==> src/design/fmr_pkg.sv <==
// shared constants and types of the multi-wire flash read engine
package fmr_pkg;
    // ------------------------------------------------------------
    // instruction codes and phase lengths
    // ------------------------------------------------------------
    localparam logic [7:0] OP_DUAL = 8'hbb;
    localparam logic [7:0] OP_DUAL_LONG = 8'hbc;
    localparam logic [7:0] OP_QUAD = 8'heb;
    localparam logic [7:0] OP_QUAD_LONG = 8'hec;
    // default only; the real mode reset code is a top-level parameter
    localparam logic [7:0] OP_MODE_RESET = 8'hff;
    localparam logic [3:0] MODE_CONT_NIB = 4'ha;
    localparam logic [5:0] OPCODE_BITS = 6'h08;
    localparam logic [5:0] MODE_BITS = 6'h08;
    localparam logic [5:0] ADDR_BITS_SHORT = 6'h18;
    localparam logic [5:0] ADDR_BITS_LONG = 6'h20;
    localparam logic [1:0] DUAL_LAST_CHUNK = 2'h3;
    localparam logic [1:0] QUAD_LAST_CHUNK = 2'h1;
    localparam logic [3:0] OE_N_IDLE = 4'hf;
    localparam logic [3:0] OE_N_DUAL = 4'hc;
    localparam logic [3:0] OE_N_QUAD = 4'h0;

    // ------------------------------------------------------------
    // types
    // ------------------------------------------------------------
    typedef enum logic [1:0] {W_ONE, W_TWO, W_FOUR} fmr_width_type;

    typedef struct packed {
        logic address_length_bit;
        logic four_wire_instruction_bit;
        logic quad_enable_bit;
        logic [3:0] latency_code_field;
    } fmr_cfg_type;

    typedef struct packed {
        logic [3:0] io_out;
        logic [3:0] io_oe_n;
    } fmr_pad_type;

    // bits moved per rising edge for a lane width
    function automatic logic [5:0] width_bits(input fmr_width_type w);
        unique case (w)
            W_ONE: width_bits = 6'h01;
            W_TWO: width_bits = 6'h02;
            W_FOUR: width_bits = 6'h04;
            default: width_bits = 6'h01;
        endcase
    endfunction
endpackage

==> src/design/fmr_shift.sv <==
// input shifter that gathers 1, 2 or 4 io bits per sampling pulse
module fmr_shift (
    input wire logic clk_sys,
    input wire logic rst_n,
    input wire logic clr,
    input wire logic en,
    input wire fmr_pkg::fmr_width_type width,
    input wire logic [3:0] io_in,
    output logic [31:0] data_q,
    output logic [5:0] bit_cnt_q
);
    import fmr_pkg::*;

    // ------------------------------------------------------------
    // shift register, msb first
    // ------------------------------------------------------------
    // clear wins so a new phase never inherits stale bits
    always_ff @(posedge clk_sys or negedge rst_n) begin
        if (!rst_n) begin
            data_q <= 32'h0;
            bit_cnt_q <= 6'h0;
        end else if (clr) begin
            data_q <= 32'h0;
            bit_cnt_q <= 6'h0;
        end else if (en) begin
            unique case (width)
                W_ONE: data_q <= {data_q[30:0], io_in[0]};
                W_TWO: data_q <= {data_q[29:0], io_in[1:0]};
                W_FOUR: data_q <= {data_q[27:0], io_in};
                default: data_q <= data_q;
            endcase
            bit_cnt_q <= bit_cnt_q + width_bits(width);
        end
    end
endmodule

==> src/design/fmr_read.sv <==
// two- and four-wire array read engine with continuous read support
module fmr_read #(
    parameter int MEM_AW = 24,
    parameter logic [7:0] MODE_RESET_CODE = 8'hff
) (
    input wire logic clk_sys,
    input wire logic rst_n,
    input wire logic sck,
    input wire logic cs_n,
    input wire logic [3:0] io_in,
    output logic [3:0] io_out,
    output logic [3:0] io_oe_n,
    input wire fmr_pkg::fmr_cfg_type cfg,
    output logic [MEM_AW-1:0] mem_addr,
    input wire logic [7:0] mem_rdata,
    output logic cont_read_active
);
    import fmr_pkg::*;

    typedef enum logic [2:0] {
        ST_CMD, ST_ADDR, ST_MODE, ST_DUMMY, ST_DATA, ST_IGNORE
    } fmr_state_type;

    fmr_state_type state_q;
    logic sck_q;
    logic sck_rise;
    logic sck_fall;
    logic quad_q;
    logic long_q;
    logic [5:0] addr_tgt_q;
    logic cont_q;
    logic cont_quad_q;
    logic cont_long_q;
    logic pend_cont_q;
    logic mode_seen_q;
    logic [3:0] ones_cnt_q;
    logic [3:0] dummy_cnt_q;
    logic [1:0] chunk_q;
    logic [7:0] sr_q;
    logic [MEM_AW-1:0] addr_q;
    fmr_pad_type pad_q;
    logic [31:0] sh_data;
    logic [5:0] sh_cnt;
    fmr_width_type sh_width;
    logic [7:0] opcode;
    logic is_dual;
    logic is_quad;
    logic is_long;
    logic cmd_done;
    logic addr_done;
    logic mode_done;

    // ------------------------------------------------------------
    // clock edge detection
    // ------------------------------------------------------------
    // sck is sampled by clk_sys, so each sck half period must span two clk_sys edges
    always_ff @(posedge clk_sys or negedge rst_n) begin
        if (!rst_n) begin
            sck_q <= 1'b0;
        end else begin
            sck_q <= sck;
        end
    end

    assign sck_rise = !cs_n && sck && !sck_q;
    assign sck_fall = !cs_n && !sck && sck_q;

    // ------------------------------------------------------------
    // input shifting and phase ends
    // ------------------------------------------------------------
    // instruction lane width follows the four-wire instruction mode
    always_comb begin
        if (state_q == ST_CMD) begin
            sh_width = cfg.four_wire_instruction_bit ? W_FOUR : W_ONE;
        end else begin
            sh_width = quad_q ? W_FOUR : W_TWO;
        end
    end

    // phase ends are judged one clk_sys after the last rising edge, before the next fall
    assign cmd_done = (state_q == ST_CMD) && (sh_cnt == OPCODE_BITS);
    assign addr_done = (state_q == ST_ADDR) && (sh_cnt == addr_tgt_q);
    assign mode_done = (state_q == ST_MODE) && (sh_cnt == MODE_BITS);

    fmr_shift u_shift (
        .clk_sys(clk_sys),
        .rst_n(rst_n),
        .clr(cs_n || cmd_done || addr_done || mode_done),
        .en(sck_rise && (state_q inside {ST_CMD, ST_ADDR, ST_MODE})),
        .width(sh_width),
        .io_in(io_in),
        .data_q(sh_data),
        .bit_cnt_q(sh_cnt)
    );

    // instruction decode
    always_comb begin
        opcode = sh_data[7:0];
        is_dual = (opcode == OP_DUAL) || (opcode == OP_DUAL_LONG);
        is_quad = (opcode == OP_QUAD) || (opcode == OP_QUAD_LONG);
        is_long = (opcode == OP_DUAL_LONG) || (opcode == OP_QUAD_LONG) ||
            cfg.address_length_bit;
    end

    // ------------------------------------------------------------
    // transaction sequencer
    // ------------------------------------------------------------
    // chip select high rearms; continuous read skips the instruction
    always_ff @(posedge clk_sys or negedge rst_n) begin
        if (!rst_n) begin
            state_q <= ST_CMD;
            quad_q <= 1'b0;
            long_q <= 1'b0;
            addr_tgt_q <= ADDR_BITS_SHORT;
        end else if (cs_n) begin
            state_q <= cont_q ? ST_ADDR : ST_CMD;
            quad_q <= cont_quad_q;
            long_q <= cont_long_q;
            addr_tgt_q <= (cont_long_q || cfg.address_length_bit) ?
                ADDR_BITS_LONG : ADDR_BITS_SHORT;
        end else begin
            unique case (state_q)
                ST_CMD: begin
                    if (cmd_done) begin
                        long_q <= is_long;
                        addr_tgt_q <= is_long ? ADDR_BITS_LONG : ADDR_BITS_SHORT;
                        if (is_dual && !cfg.four_wire_instruction_bit) begin
                            state_q <= ST_ADDR;
                            quad_q <= 1'b0;
                        end else if (is_quad && cfg.quad_enable_bit) begin
                            state_q <= ST_ADDR;
                            quad_q <= 1'b1;
                        end else begin
                            state_q <= ST_IGNORE;
                        end
                    end
                end
                ST_ADDR: begin
                    if (addr_done) begin
                        state_q <= ST_MODE;
                    end
                end
                ST_MODE: begin
                    if (mode_done) begin
                        state_q <= ST_DUMMY;
                    end
                end
                ST_DUMMY: begin
                    if (sck_fall && dummy_cnt_q == 4'h0) begin
                        state_q <= ST_DATA;
                    end
                end
                ST_DATA: state_q <= ST_DATA;
                ST_IGNORE: state_q <= ST_IGNORE;
                default: state_q <= ST_IGNORE;
            endcase
        end
    end

    // ------------------------------------------------------------
    // mode byte capture and continuous read state
    // ------------------------------------------------------------
    // mode bits are judged only if the mode phase completed; an early rise keeps state unless eight ones were counted
    always_ff @(posedge clk_sys or negedge rst_n) begin
        if (!rst_n) begin
            pend_cont_q <= 1'b0;
            mode_seen_q <= 1'b0;
            ones_cnt_q <= 4'h0;
            cont_q <= 1'b0;
            cont_quad_q <= 1'b0;
            cont_long_q <= 1'b0;
        end else if (cs_n) begin
            if (mode_seen_q) begin
                cont_q <= pend_cont_q;
                cont_quad_q <= quad_q;
                cont_long_q <= long_q;
            end else if (cont_q && ones_cnt_q >= OPCODE_BITS[3:0]) begin
                cont_q <= 1'b0;
            end
            mode_seen_q <= 1'b0;
            ones_cnt_q <= 4'h0;
        end else begin
            if (mode_done) begin
                pend_cont_q <= (sh_data[7:4] == MODE_CONT_NIB);
                mode_seen_q <= 1'b1;
            end
            // mode reset arrives as all ones on IO0 while address is expected
            if (sck_rise && state_q == ST_ADDR && cont_q && ones_cnt_q != 4'hf) begin
                ones_cnt_q <= io_in[0] ? ones_cnt_q + 4'h1 : 4'h0;
            end
            if (cmd_done && opcode == MODE_RESET_CODE) begin
                cont_q <= 1'b0;
            end
        end
    end

    // ------------------------------------------------------------
    // latency, data path and io drive
    // ------------------------------------------------------------
    // the next byte is fetched at each byte boundary so mem_rdata must be combinational
    always_ff @(posedge clk_sys or negedge rst_n) begin
        if (!rst_n) begin
            dummy_cnt_q <= 4'h0;
            chunk_q <= 2'h0;
            sr_q <= 8'h0;
            addr_q <= '0;
            pad_q <= '{io_out: 4'h0, io_oe_n: OE_N_IDLE};
        end else if (cs_n) begin
            chunk_q <= 2'h0;
            pad_q.io_oe_n <= OE_N_IDLE;
        end else begin
            if (addr_done) begin
                addr_q <= sh_data[MEM_AW-1:0];
            end
            if (mode_done) begin
                dummy_cnt_q <= cfg.latency_code_field;
            end
            if (sck_fall && state_q == ST_DUMMY && dummy_cnt_q != 4'h0) begin
                dummy_cnt_q <= dummy_cnt_q - 4'h1;
            end
            // host bits in dummy cycles are never sampled, so bus turnaround is free
            if (sck_fall && (state_q == ST_DATA ||
                    (state_q == ST_DUMMY && dummy_cnt_q == 4'h0))) begin
                pad_q.io_oe_n <= quad_q ? OE_N_QUAD : OE_N_DUAL;
                if (chunk_q == 2'h0) begin
                    addr_q <= addr_q + 1'b1;
                    chunk_q <= quad_q ? QUAD_LAST_CHUNK : DUAL_LAST_CHUNK;
                    if (quad_q) begin
                        pad_q.io_out <= mem_rdata[7:4];
                        sr_q <= {mem_rdata[3:0], 4'h0};
                    end else begin
                        pad_q.io_out <= {2'h0, mem_rdata[7:6]};
                        sr_q <= {mem_rdata[5:0], 2'h0};
                    end
                end else begin
                    chunk_q <= chunk_q - 2'h1;
                    if (quad_q) begin
                        pad_q.io_out <= sr_q[7:4];
                        sr_q <= {sr_q[3:0], 4'h0};
                    end else begin
                        pad_q.io_out <= {2'h0, sr_q[7:6]};
                        sr_q <= {sr_q[5:0], 2'h0};
                    end
                end
            end
        end
    end

    assign io_out = pad_q.io_out;
    assign io_oe_n = pad_q.io_oe_n;
    assign mem_addr = addr_q;
    assign cont_read_active = cont_q;

    // ------------------------------------------------------------
    // checks
    // ------------------------------------------------------------
    // io drive; release lags the select rise by one clk, while state still reads data
    drive_only_data_a: assert property (@(posedge clk_sys) disable iff (!rst_n)
        (io_oe_n != OE_N_IDLE) |-> (state_q == ST_DATA))
        else $error("io driven outside the data phase");

    dual_lanes_a: assert property (@(posedge clk_sys) disable iff (!rst_n)
        (state_q == ST_DATA && !quad_q && io_oe_n != OE_N_IDLE) |->
            (io_oe_n == OE_N_DUAL && io_out[3:2] == 2'h0))
        else $error("dual data on wrong lanes");

    quad_gate_a: assert property (@(posedge clk_sys) disable iff (!rst_n)
        (cmd_done && !cs_n && is_quad && !cfg.quad_enable_bit) |=> (state_q == ST_IGNORE))
        else $error("quad read honoured while disabled");

    long_dual_a: assert property (@(posedge clk_sys) disable iff (!rst_n)
        (cmd_done && !cs_n && opcode == OP_DUAL_LONG) |=> (addr_tgt_q == ADDR_BITS_LONG))
        else $error("long dual opcode without four address bytes");

    short_quad_a: assert property (@(posedge clk_sys) disable iff (!rst_n)
        (cmd_done && !cs_n && opcode == OP_QUAD && !cfg.address_length_bit) |=>
            (addr_tgt_q == ADDR_BITS_SHORT))
        else $error("short quad opcode without three address bytes");

    cont_enter_a: assert property (@(posedge clk_sys) disable iff (!rst_n)
        (cs_n && mode_seen_q && pend_cont_q) |=> (cont_q ##1 (!cs_n || state_q == ST_ADDR)))
        else $error("mode byte Axh did not keep continuous read");

    cont_leave_a: assert property (@(posedge clk_sys) disable iff (!rst_n)
        (cs_n && mode_seen_q && !pend_cont_q) |=> !cont_q)
        else $error("continuous read not left on other mode byte");

    addr_step_a: assert property (@(posedge clk_sys) disable iff (!rst_n)
        (sck_fall && state_q == ST_DATA && chunk_q == 2'h0) |=>
            (addr_q == $past(addr_q) + 1'b1))
        else $error("address did not advance after a byte");

    dummy_load_a: assert property (@(posedge clk_sys) disable iff (!rst_n)
        (mode_done && !cs_n) |=> (dummy_cnt_q == $past(cfg.latency_code_field)))
        else $error("dummy count not taken from latency code");

    zero_dummy_a: assert property (@(posedge clk_sys) disable iff (!rst_n)
        (sck_fall && state_q == ST_DUMMY && dummy_cnt_q == 4'h0) |=>
            (state_q == ST_DATA && io_oe_n != OE_N_IDLE))
        else $error("data not driven on the fall that ends latency");

    // data lanes and output timing
    quad_lanes_a: assert property (@(posedge clk_sys) disable iff (!rst_n)
        (state_q == ST_DATA && quad_q && io_oe_n != OE_N_IDLE) |-> (io_oe_n == OE_N_QUAD))
        else $error("quad data on wrong lanes");
    data_hold_a: assert property (@(posedge clk_sys) disable iff (!rst_n)
        !sck_fall |=> $stable(io_out))
        else $error("read data changed without a clock fall");
    dummy_wait_a: assert property (@(posedge clk_sys) disable iff (!rst_n)
        (state_q == ST_DUMMY && !cs_n && !sck_fall) |=> (state_q == ST_DUMMY))
        else $error("latency ended without a clock fall");

    // decode and address capture
    instr_first_a: assert property (@(posedge clk_sys) disable iff (!rst_n)
        (cs_n && !cont_q) |=> (state_q == ST_CMD))
        else $error("instruction phase skipped outside continuous read");
    long_quad_a: assert property (@(posedge clk_sys) disable iff (!rst_n)
        (cmd_done && !cs_n && opcode == OP_QUAD_LONG) |=> (addr_tgt_q == ADDR_BITS_LONG))
        else $error("long quad opcode without four address bytes");
    cfg_long_a: assert property (@(posedge clk_sys) disable iff (!rst_n)
        (cmd_done && !cs_n && cfg.address_length_bit) |=> (addr_tgt_q == ADDR_BITS_LONG))
        else $error("address length bit did not select four address bytes");
    addr_load_a: assert property (@(posedge clk_sys) disable iff (!rst_n)
        (addr_done && !cs_n) |=> (addr_q == $past(sh_data[MEM_AW-1:0])))
        else $error("start address not taken from the address phase");

    // leaving continuous read by the reset pattern
    mode_reset_a: assert property (@(posedge clk_sys) disable iff (!rst_n)
        (cs_n && cont_q && !mode_seen_q && ones_cnt_q >= OPCODE_BITS[3:0]) |=> !cont_q)
        else $error("mode reset pattern did not leave continuous read");
endmodule

==> config.mk <==
export PLATFORM = sky130hd
export DESIGN_NAME = fmr_read
export DESIGN_NICKNAME = d
export VERILOG_FILES = /design/src/design/fmr_pkg.sv /design/src/design/fmr_shift.sv /design/src/design/fmr_read.sv
export SDC_FILE = /design/constraint.sdc
export NUM_CORES = 1
export LEC_CHECK = 0
export BUFFER_PORTS_ARGS = -buffer_cell sky130_fd_sc_hd__buf_2
export CAP_MARGIN = 20
export CELL_PAD_IN_SITES_DETAIL_PLACEMENT = 1
export CELL_PAD_IN_SITES_GLOBAL_PLACEMENT = 1
export CORE_MARGIN = 8
export CORE_UTILIZATION = 49
export DETAILED_ROUTE_END_ITERATION = 10
export PLACE_DENSITY_LB_ADDON = 0.1
export REMOVE_ABC_BUFFERS = 1
export SYNTH_ARGS = -nofsm -noshare
export SYNTH_HDL_FRONTEND = slang
export SYNTH_SLANG_ARGS = --single-unit
==> constraint.sdc <==
create_clock -name clk_sys -period 4.98 [get_ports clk_sys]
set_input_delay 0.498 -clock clk_sys [delete_from_list [all_inputs] [get_ports clk_sys]]
set_output_delay 0.498 -clock clk_sys [all_outputs]
set_load 0.02 [all_outputs]
==> results of run 1 <==
## layout make-up
class / count / area, um2 / share of cell area, %
tap: 140 / 175.2 / 2.986
inverter: 22 / 82.58 / 1.408
sequential: 89 / 2231 / 38.03
clock buffer: 14 / 172.7 / 2.944
clock inverter: 2 / 12.51 / 0.2133
multi-input combinational: 438 / 2849 / 48.57
timing repair buffer: 61 / 342.8 / 5.845
## through the flow
step	setup WS, ns	utilization [%]	area [um2]
floorplan	1.010	-	5156
global placement	1.430	52.38	5653
detailed placement	1.224	52.38	5653
CTS	1.174	54.09	5838
global route	0.9683	54.35	5866
finish	1.204	54.35	5866
## placed cells by master (no fill, tap or decap), types with 7 or more instances in the layout
master,instances
nand3_1,22
a311oi_1,11
a21oi_1,43
o211ai_1,21
a211oi_1,7
nor2_1,48
ha_1,11
and3_1,11
nor3_1,20
buf_2,54
clkbuf_8,12
inv_1,21
dfrtp_1,86
o21ai_0,26
a221o_1,22
nand2_1,62
mux2i_1,8
mux2_2,7
## report_power, final
| part | leakage [nW] | switching [W] | internal (W) |
|---|---|---|---|
| logic | 1.22 | 0.000111 | 0.0000631 |
| registers | 1.18 | 0.0000304 | 0.000744 |
| clock network | 0.0927 | 0.000263 | 0.000222 |
| total | 2.50 | 0.000405 | 0.00103 |
## layer usage
metal | share of wire, % | global-route usage, % | wire [um]
met4 | 1.3 | 5.308 | 214
met5 | 0 | 0 | 0
met1 | 46 | 31.77 | 7464
met2 | 46 | 34.73 | 7560
met3 | 7.1 | 5.408 | 1157
## worst max-delay path: stages, from the launching register on
cell     delay [ns]
dfrtp_1        0.55
nor3_2         0.31
mux2_2         0.54
inv_1          0.16
ha_1           0.93
ha_1           0.34
fa_1           0.24
a21oi_1        0.08
nor3b_1        0.29
xnor2_1        0.16
nor2_1         0.06
## how the worst max path moves through the flow
| stage | end | slack [ns] |
|---|---|---|
| after global routing | u_shift.bit_cnt_q[4] | 0.97 |
| final | u_shift.bit_cnt_q[4] | 1.20 |
| after CTS | u_shift.bit_cnt_q[4] | 1.17 |
| after detailed placement | u_shift.bit_cnt_q[4] | 1.22 |
| after floorplan | u_shift.data_q[11] | 1.01 |
| after global placement | u_shift.bit_cnt_q[4] | 1.43 |
## cell families (layout without fill, tap and decap cells)
family,count (synthesis),in the layout,synth area share (%)
muxes,15,15,2.953
DFF,89,89,41.46
adders and majority gates,12,12,2.930
xor gates and xnor gates,7,7,1.139
AOI/OAI and AO/OA,192,192,25.76
and+or+nand+nor,212,212,20.04
buffers and inverters,68,99,5.720
## registers in the layout, summed over array words and instances, names as in the netlist
name               cells
io_oe_n                2
sr_q                   6
io_out                 4
cont_long_q            1
cont_read_active       1
ones_cnt_q             4
u_shift.data_q        24
u_shift.bit_cnt_q      6
chunk_q                2
addr_tgt_q             2
dummy_cnt_q            4
long_q                 1
cont_quad_q            1
mode_seen_q            1
state_q                3
quad_q                 1
sck_q                  1
mem_addr              24
pend_cont_q            1
==> impl_metrics.csv, run 1 <==
group,metric,value,unit
run_status,status,"complete, no violations",
setup_path,crit_required,5.24,ns
detailed_routing,routedWlPerCell,21.41,um
final_layout,nFillCells,1273,
detailed_routing,drc_errors,0,
global_routing,grt_pass1_vias,4880,
clocking,clk_path_buf_depth,2,
yosys,ys_ff_latch,89,
clocking,cts_hold_buf,0,
setup_path,endpoint_kind,"flip-flop",
setup_path,path_class,"flip-flop to flip-flop",
yosys,ys.warnings.count,0,
timing,rsz0062_at_grt,"false",
placed_design,finalWeightedCongestion,0.8641,
clocking,clk_latency,0.38,ns
die,ios,56,
timing,tightest_slew,1.030,ns
hold_path,min_path_type,"input port to async pin",
final_layout,antennaDiodeCount,0,
timing,relSlewSlack,31.32,%
timing,final_hold_viol_count,0,
detailed_routing,detail-route-antenna-nets,0,
yosys,avgSynthCellArea,9.044,um2
clocking,post_cts_buffers,0,
timing,finalSetupTns,0,ns
yosys,synth.most_common_cell,"dfrtp_1",
setup_path,rr_endpoint,"u_shift.bit_cnt_q[4]",
die,coreArea,10790,um2
global_routing,globalRouteOverflowTotal,0,
placed_design,dp.cells,749,
yosys,ys_seq_area_share,41.46,%
power,irDropWorstVdd,0.0001970,V
setup_path,rr_worst_depth,10,
global_routing,grt_util_all_layers,22.71,%
clocking,cts_made_buffers,9,
yosys,ys.flop_type,"dfrtp_1",
setup_path,cp_max_fo,29,
detailed_routing,drt_iter0_markers,446,
final_layout,drive_above_1_share,16.13,%
placed_design,post-dp-hpwl,11.46,mm
timing,worst_hold_slack,0.04166,ns
yosys,synth_cell_types,74,
setup_path,r2r-start,"state_q[1]",
placed_design,port_buffers,55,
timing,drv_slew,0,
yosys,synth_top_area_cell,"dfrtp_1",
setup_path,crit_arrival,4.04,ns
timing,fin_crit_sh,75.82,%
yosys,yosys-top-cells-count,"dfrtp_1 (86), nand2_1 (62), nor2_1 (48)",
yosys,synthTopCellsByArea,"dfrtp_1 (40%), nand2_1 (4.3%), a221o_1 (4.1%), a21oi_1 (4.0%), nor2_1 (3.3%)",
timing,setup_viol,0,
timing,fmax,264.9,MHz
clocking,clk_pin_slew_worst_paths,0.09,ns
die,die_h,120.8,um
timing,fin_crit,3.776,ns
global_routing,antenna_found_initial,0,
die,die_w,120.8,um
final_layout,fin_nets,656,
power,powerDensity,244.5,nW/um2
final_layout,syn2layout_area_growth,8.998,%
power,power.total,0.001434,W
detailed_routing,vias_per_cell,6.512,
job,maxCapViolations,0,
yosys,synth_top_area_share,39.99,%
power,leakage,2.496,nW
timing,fin_skew,0.009965,ns
yosys,netlist_area,5381,um2
detailed_routing,wirelength,16.40,mm
yosys,postSynth.asyncResetShare,100.0,%
setup_path,critPathLaunchType,"flip-flop",
clocking,clock-sinks,89,
setup_path,critPathLaunch,"state_q[1]",
final_layout,layout.cells.non_filler,766,
die,die_area,14590,um2
die,rows,38,
clocking,cts-root-buf,"clkbuf_8",
setup_path,r2r_slack,1.20,ns
yosys,synth_edf_count,0,
yosys,synthCells,595,
clocking,ctsResizeCount,0,
clocking,htreeDepth,3,
global_routing,grt_max_degree,62,
detailed_routing,num_vias,4988,
clocking,cts_tree,"yes",
die,initial_utilization,49.86,%
global_routing,grt_pass1_wl,26.46,mm
detailed_routing,dr.pass1.iters,5,
Power figures use the tool's default switching activity.
==> run 2: changes to the inputs <==
CORE_UTILIZATION = 46   (was 49)
clock period = 3.5 ns   (was 4.98 ns; I/O delays follow)
==> run 2 against run 1 <==
  * Setup slack worse by 0.84 ns
  * Power rose by 67%
  * Global-route usage decreased by 0.18 points
  * Clock power increased by 120%
  * Cell area up 3.0%
  * Fmax rose by 20%
  * Clock-buffer cell count decreased by 2
  * Via count down 1.0%
  * Die area up 5.6%
  * Routed wire length up 1.3%
  * Largest cell class unchanged
  * Highest routed layer unchanged
==> impl_metrics.csv, run 2 (synthesis gave the netlist of run 1 again) <==
group,metric,value,unit
final_layout,layout.cells.non_filler,777,
die,die_w,124.2,um
detailed_routing,drc_errors,0,
placed_design,port_buffers,55,
die,die_area,15420,um2
global_routing,antenna_found_initial,0,
power,leakage,2.588,nW
run_status,status,"complete, no violations",
timing,rsz0062_at_grt,"false",
power,powerDensity,396.7,nW/um2
detailed_routing,detail-route-antenna-nets,0,
final_layout,seq_area,2231,um2
timing,fin_skew,0.008788,ns
clocking,cts_tree,"yes",
timing,fmax,318.9,MHz
timing,tightest_slew,0.8271,ns
die,ios,56,
detailed_routing,drt_iter0_markers,337,
timing,final_hold_viol_count,0,
timing,setup_viol,0,
setup_path,rr_endpoint,"u_shift.bit_cnt_q[4]",
die,initial_utilization,47.13,%
die,coreArea,11420,um2
detailed_routing,num_vias,4937,
clocking,clk_latency,0.36,ns
final_layout,drive_above_1_share,17.51,%
timing,relSlewSlack,44.44,%
global_routing,grt_max_degree,48,
die,die_h,124.2,um
placed_design,finalWeightedCongestion,0.8661,
clocking,clock-sinks,89,
clocking,htreeDepth,3,
setup_path,critPathLaunchType,"flip-flop",
clocking,cts_hold_buf,0,
setup_path,r2r_slack,0.36,ns
setup_path,crit_arrival,3.37,ns
clocking,clk_path_buf_depth,2,
detailed_routing,dr.pass1.iters,5,
final_layout,multi_input_area,2849,um2
clocking,ctsResizeCount,0,
placed_design,post-dp-hpwl,11.55,mm
final_layout,antennaDiodeCount,0,
power,irDropWorstVdd,0.0002276,V
detailed_routing,wirelength,16.62,mm
timing,fin_crit_sh,89.59,%
job,maxCapViolations,0,
setup_path,crit_required,3.73,ns
setup_path,path_class,"flip-flop to flip-flop",
clocking,cts_made_buffers,9,
timing,fin_crit,3.136,ns
final_layout,syn2layout_area_growth,12.25,%
setup_path,r2r-start,"state_q[0]",
setup_path,cp_max_fo,25,
global_routing,grt_util_all_layers,22.54,%
setup_path,rr_worst_depth,10,
timing,drv_slew,0,
detailed_routing,routedWlPerCell,21.39,um
global_routing,globalRouteOverflowTotal,0,
global_routing,grt_pass1_wl,26.97,mm
detailed_routing,vias_per_cell,6.354,
die,rows,39,
placed_design,dp.cells,761,
final_layout,nFillCells,1329,
setup_path,critPathLaunch,"state_q[0]",
global_routing,grt_pass1_vias,5142,
clocking,post_cts_buffers,0,
final_layout,final_core_util,52.90,%
hold_path,min_path_type,"input port to async pin",
final_layout,layout_commonest_cell,"dfrtp_1",
final_layout,fin_nets,664,
final_layout,final_cell_mix,"dfrtp_1 (86), nand2_1 (62), buf_2 (54)",
clocking,clk_pin_slew_worst_paths,0.07,ns
clocking,cts-root-buf,"clkbuf_16",
setup_path,endpoint_kind,"flip-flop",
run 2: cell count changes in the layout (fill, tap and decap cells not counted), sizes merged:
| cell | change |
|---|---|
| clkbuf | -2 |
| bufinv | +1 |
| clkinvlp | +1 |
| buf | +8 |
run 2: worst max-delay path by stage:
stage | to | slack [ns] | cells past startpoint
after floorplan | u_shift.data_q[11] | -0.47 | 9
after global placement | u_shift.bit_cnt_q[4] | 0.57 | 10
after detailed placement | u_shift.bit_cnt_q[4] | 0.40 | 10
after CTS | u_shift.bit_cnt_q[4] | 0.39 | 10
after global routing | u_shift.data_q[11] | 0.12 | 11
final | u_shift.bit_cnt_q[4] | 0.36 | 10
run 2: per-stage QoR:
stage	setup slack [ns]	hold slack [ns]	setup TNS [ns]	area, um2	power, W
floorplan	-0.4696	0.05441	-8.689	5156	0.001248
global placement	0.5685	0.4249	0	5724	0.001358
detailed placement	0.4006	0.4213	0	5724	0.001368
CTS	0.3872	0.03920	0	6041	0.002417
global route	0.1187	0.06998	0	6041	0.002478
finish	0.3644	0.01653	0	6041	0.002397
run 2: critical path, stage by stage (launching register included):
cell,delay (ns)
dfrtp_1,0.50
nor3_2,0.31
mux2_2,0.55
inv_1,0.16
ha_1,0.38
ha_1,0.23
fa_1,0.42
a21oi_1,0.16
nor3b_1,0.08
xnor2_1,0.16
nor2_1,0.05
run 2: per-layer routing:
metal	global-route usage (%)	part of all wire, %	up-vias
met5	0	0	-
met4	9.814	2.1	0
met3	2.901	5.1	22
met2	35.31	47	111
met1	30.65	46	2493
li1	-	-	2311
run 2: report_power, final:
part | internal (W) | switching (W)
clock | 0.000611 | 0.000436
sequential | 0.00106 | 0.0000429
combinational | 0.0000889 | 0.000158
total | 0.00176 | 0.000637
run 2: layout make-up:
type / instances / area share (%)
flip-flops and latches: 89 / 36.93
clock buffers: 12 / 4.412
repair buffers: 69 / 6.338
well taps: 143 / 2.962
inverters: 22 / 1.367
multi-input cells: 438 / 47.16
clock inverters: 4 / 0.8285
==> run 3: changes to the inputs <==
ABC_AREA = 1   (was not set)
CORE_UTILIZATION = 43   (was 46)
==> run 3 against run 2 <==
  * Routed wire length increased by 15%
  * First-iteration DRC count increased by 6.8%
  * Clock skew decreased by 0.0016 ns
  * Cell area increased by 13%
  * Via count increased by 25%
  * Critical endpoint is now u_shift.bit_cnt_q[2]
  * Largest power group is now combinational cells
  * Highest routed layer unchanged
==> impl_metrics.csv, run 3 <==
group,metric,value,unit
timing,fmax,351.5,MHz
timing,rsz0062_at_grt,"false",
die,die_h,135.2,um
global_routing,grt_max_degree,81,
setup_path,endpoint_kind,"flip-flop",
setup_path,rr_worst_depth,10,
power,power.total,0.004882,W
power,leakage,3.394,nW
setup_path,path_class,"flip-flop to flip-flop",
detailed_routing,dr.pass1.iters,4,
final_layout,fin_nets,998,
run_status,status,"complete, no violations",
timing,fin_crit,2.845,ns
setup_path,crit_arrival,3.09,ns
setup_path,critPathLaunch,"state_q[1]",
yosys,ys_ff_latch,89,
clocking,clock-sinks,89,
yosys,synth_edf_count,0,
die,initial_utilization,43.98,%
final_layout,syn2layout_area_growth,11.52,%
yosys,ys.warnings.count,0,
timing,tightest_slew,1.075,ns
die,rows,43,
final_layout,antennaDiodeCount,0,
timing,setup_viol,0,
detailed_routing,drc_errors,0,
yosys,avgSynthCellArea,6.607,um2
clocking,clk_path_buf_depth,2,
timing,drv_slew,0,
hold_path,hold_path_depth,1,
final_layout,drive_above_1_share,12.60,%
timing,final_hold_viol_count,0,
die,die_area,18270,um2
detailed_routing,drt_iter0_markers,360,
final_layout,layout_commonest_cell,"nand2_1",
setup_path,cp_max_fo,10,
detailed_routing,num_vias,6190,
clocking,clk_latency,0.35,ns
timing,relSlewSlack,28.07,%
global_routing,grt_pass1_wl,32.04,mm
detailed_routing,detail-route-antenna-nets,0,
setup_path,critPathLaunchType,"flip-flop",
yosys,ys_seq_area_share,36.54,%
yosys,synth_top_area_share,35.25,%
global_routing,antenna_found_initial,0,
setup_path,crit_required,3.74,ns
yosys,synth.most_common_cell,"nand2_1",
yosys,postSynth.asyncResetShare,100.0,%
setup_path,r2r_slack,0.65,ns
clocking,cts_made_buffers,9,
die,coreArea,13880,um2
detailed_routing,routedWlPerCell,16.63,um
detailed_routing,vias_per_cell,5.392,
yosys,ys.flop_type,"dfrtp_1",
power,irDropWorstVdd,0.0003576,V
yosys,synthTopCellsByArea,"dfrtp_1 (35%), nand2_1 (19%), nand3_1 (7.1%), nor2_1 (5.5%), inv_1 (5.4%)",
yosys,synthCells,924,
clocking,cts_tree,"yes",
placed_design,finalWeightedCongestion,0.8955,
die,ios,56,
global_routing,grt_util_all_layers,21.40,%
global_routing,globalRouteOverflowTotal,0,
hold_path,min_path_type,"input port to flip-flop",
clocking,htreeDepth,3,
hold_path,hold_start,"sck",
timing,worst_hold_slack,0.1185,ns
global_routing,grt_pass1_vias,6462,
yosys,synth_cell_types,39,
timing,fin_skew,0.007157,ns
power,powerDensity,717.1,nW/um2
placed_design,port_buffers,55,
setup_path,r2r-start,"state_q[1]",
final_layout,final_cell_mix,"nand2_1 (311), nor2_1 (89), inv_1 (88)",
detailed_routing,wirelength,19.09,mm
placed_design,post-dp-hpwl,13.63,mm
yosys,synth_top_area_cell,"dfrtp_1",
timing,fin_crit_sh,81.29,%
yosys,netlist_area,6105,um2
clocking,cts-root-buf,"clkbuf_16",
yosys,yosys-top-cells-count,"nand2_1 (311), nor2_1 (89), inv_1 (88)",
die,die_w,135.2,um
job,maxCapViolations,0,
clocking,clk_pin_slew_worst_paths,0.07,ns
run 3: worst max-delay path, cell delays in order, from the launching register on:
cell and delay, ns:
dfrtp_1 0.48, nor2_2 0.20, nand2_1 0.13, nand2_1 0.13, o21ai_1 0.11, ha_1 0.48, ha_1 0.29, fa_1 0.39
or2_2 0.30, a31oi_1 0.17, nor2_1 0.07
run 3: cells by family after synthesis:
kind of cell               count (synthesis)  synth area share (%)
and+or+nand+nor                          533                 37.28
AOI/OAI and AO/OA                        140                 12.34
buffers and inverters                    139                 9.654
DFF                                       89                 36.54
adders and majority gates                 12                 2.582
xor gates and xnor gates                  10                 1.435
muxes                                      1                0.1640
run 3: path summary, 6_finish.rpt:
check                                  endpoint
min in group asynchronous          mem_addr[19]
min reg2reg                           io_out[3]
max                        u_shift.bit_cnt_q[2]
max reg2reg                u_shift.bit_cnt_q[2]
max in group asynchronous     u_shift.data_q[8]
min                                       sck_q
run 3: timing repair:
item                                   in CTS  in global routing
resized for setup                           0                  0
buffers inserted                            0                  0
hold buffers                                0                  1
endpoints found under the hold margin       0                 30
run 3: metrics by stage:
stage	cells	utilization [%]	TNS, ns	instance area (um2)	setup WS (ns)
3_5_place_dp	1130	46.57	0	6465	0.7055
2_1_floorplan	886	-	-0.8419	5894	-0.1710
5_1_grt	1148	49.04	0	6808	0.4699
6_report	1148	49.04	0	6808	0.6547
3_3_place_gp	1130	46.57	0	6465	0.8046
4_1_cts	1146	48.77	0	6770	0.6620
run 3: metal layers:
metal / vias up / track usage, % / share of wire (%)
met2: 99 / 35.41 / 47
met3: 20 / 3.042 / 4.4
li1: 3041 / - / -
met5: - / 0 / 0
met1: 3030 / 27.80 / 47
met4: 0 / 7.835 / 1.6
run 3: final cells by class:
class	count	area (um2)
fillers	1893	7073
multi-input cells	696	3284
flip-flops and latches	89	2231
repair buffers	66	382.9
inverters	101	379.1
clock buffers	9	225.2
well taps	180	225.2
clock inverters	7	80.08
run 3: power breakdown:
| part | switching, W | internal [W] | total, W |
|---|---|---|---|
| logic | 0.00149 | 0.000666 | 0.00216 |
| clock network | 0.000460 | 0.000562 | 0.00102 |
| registers | 0.000394 | 0.00131 | 0.00170 |
| total | 0.00235 | 0.00253 | 0.00488 |
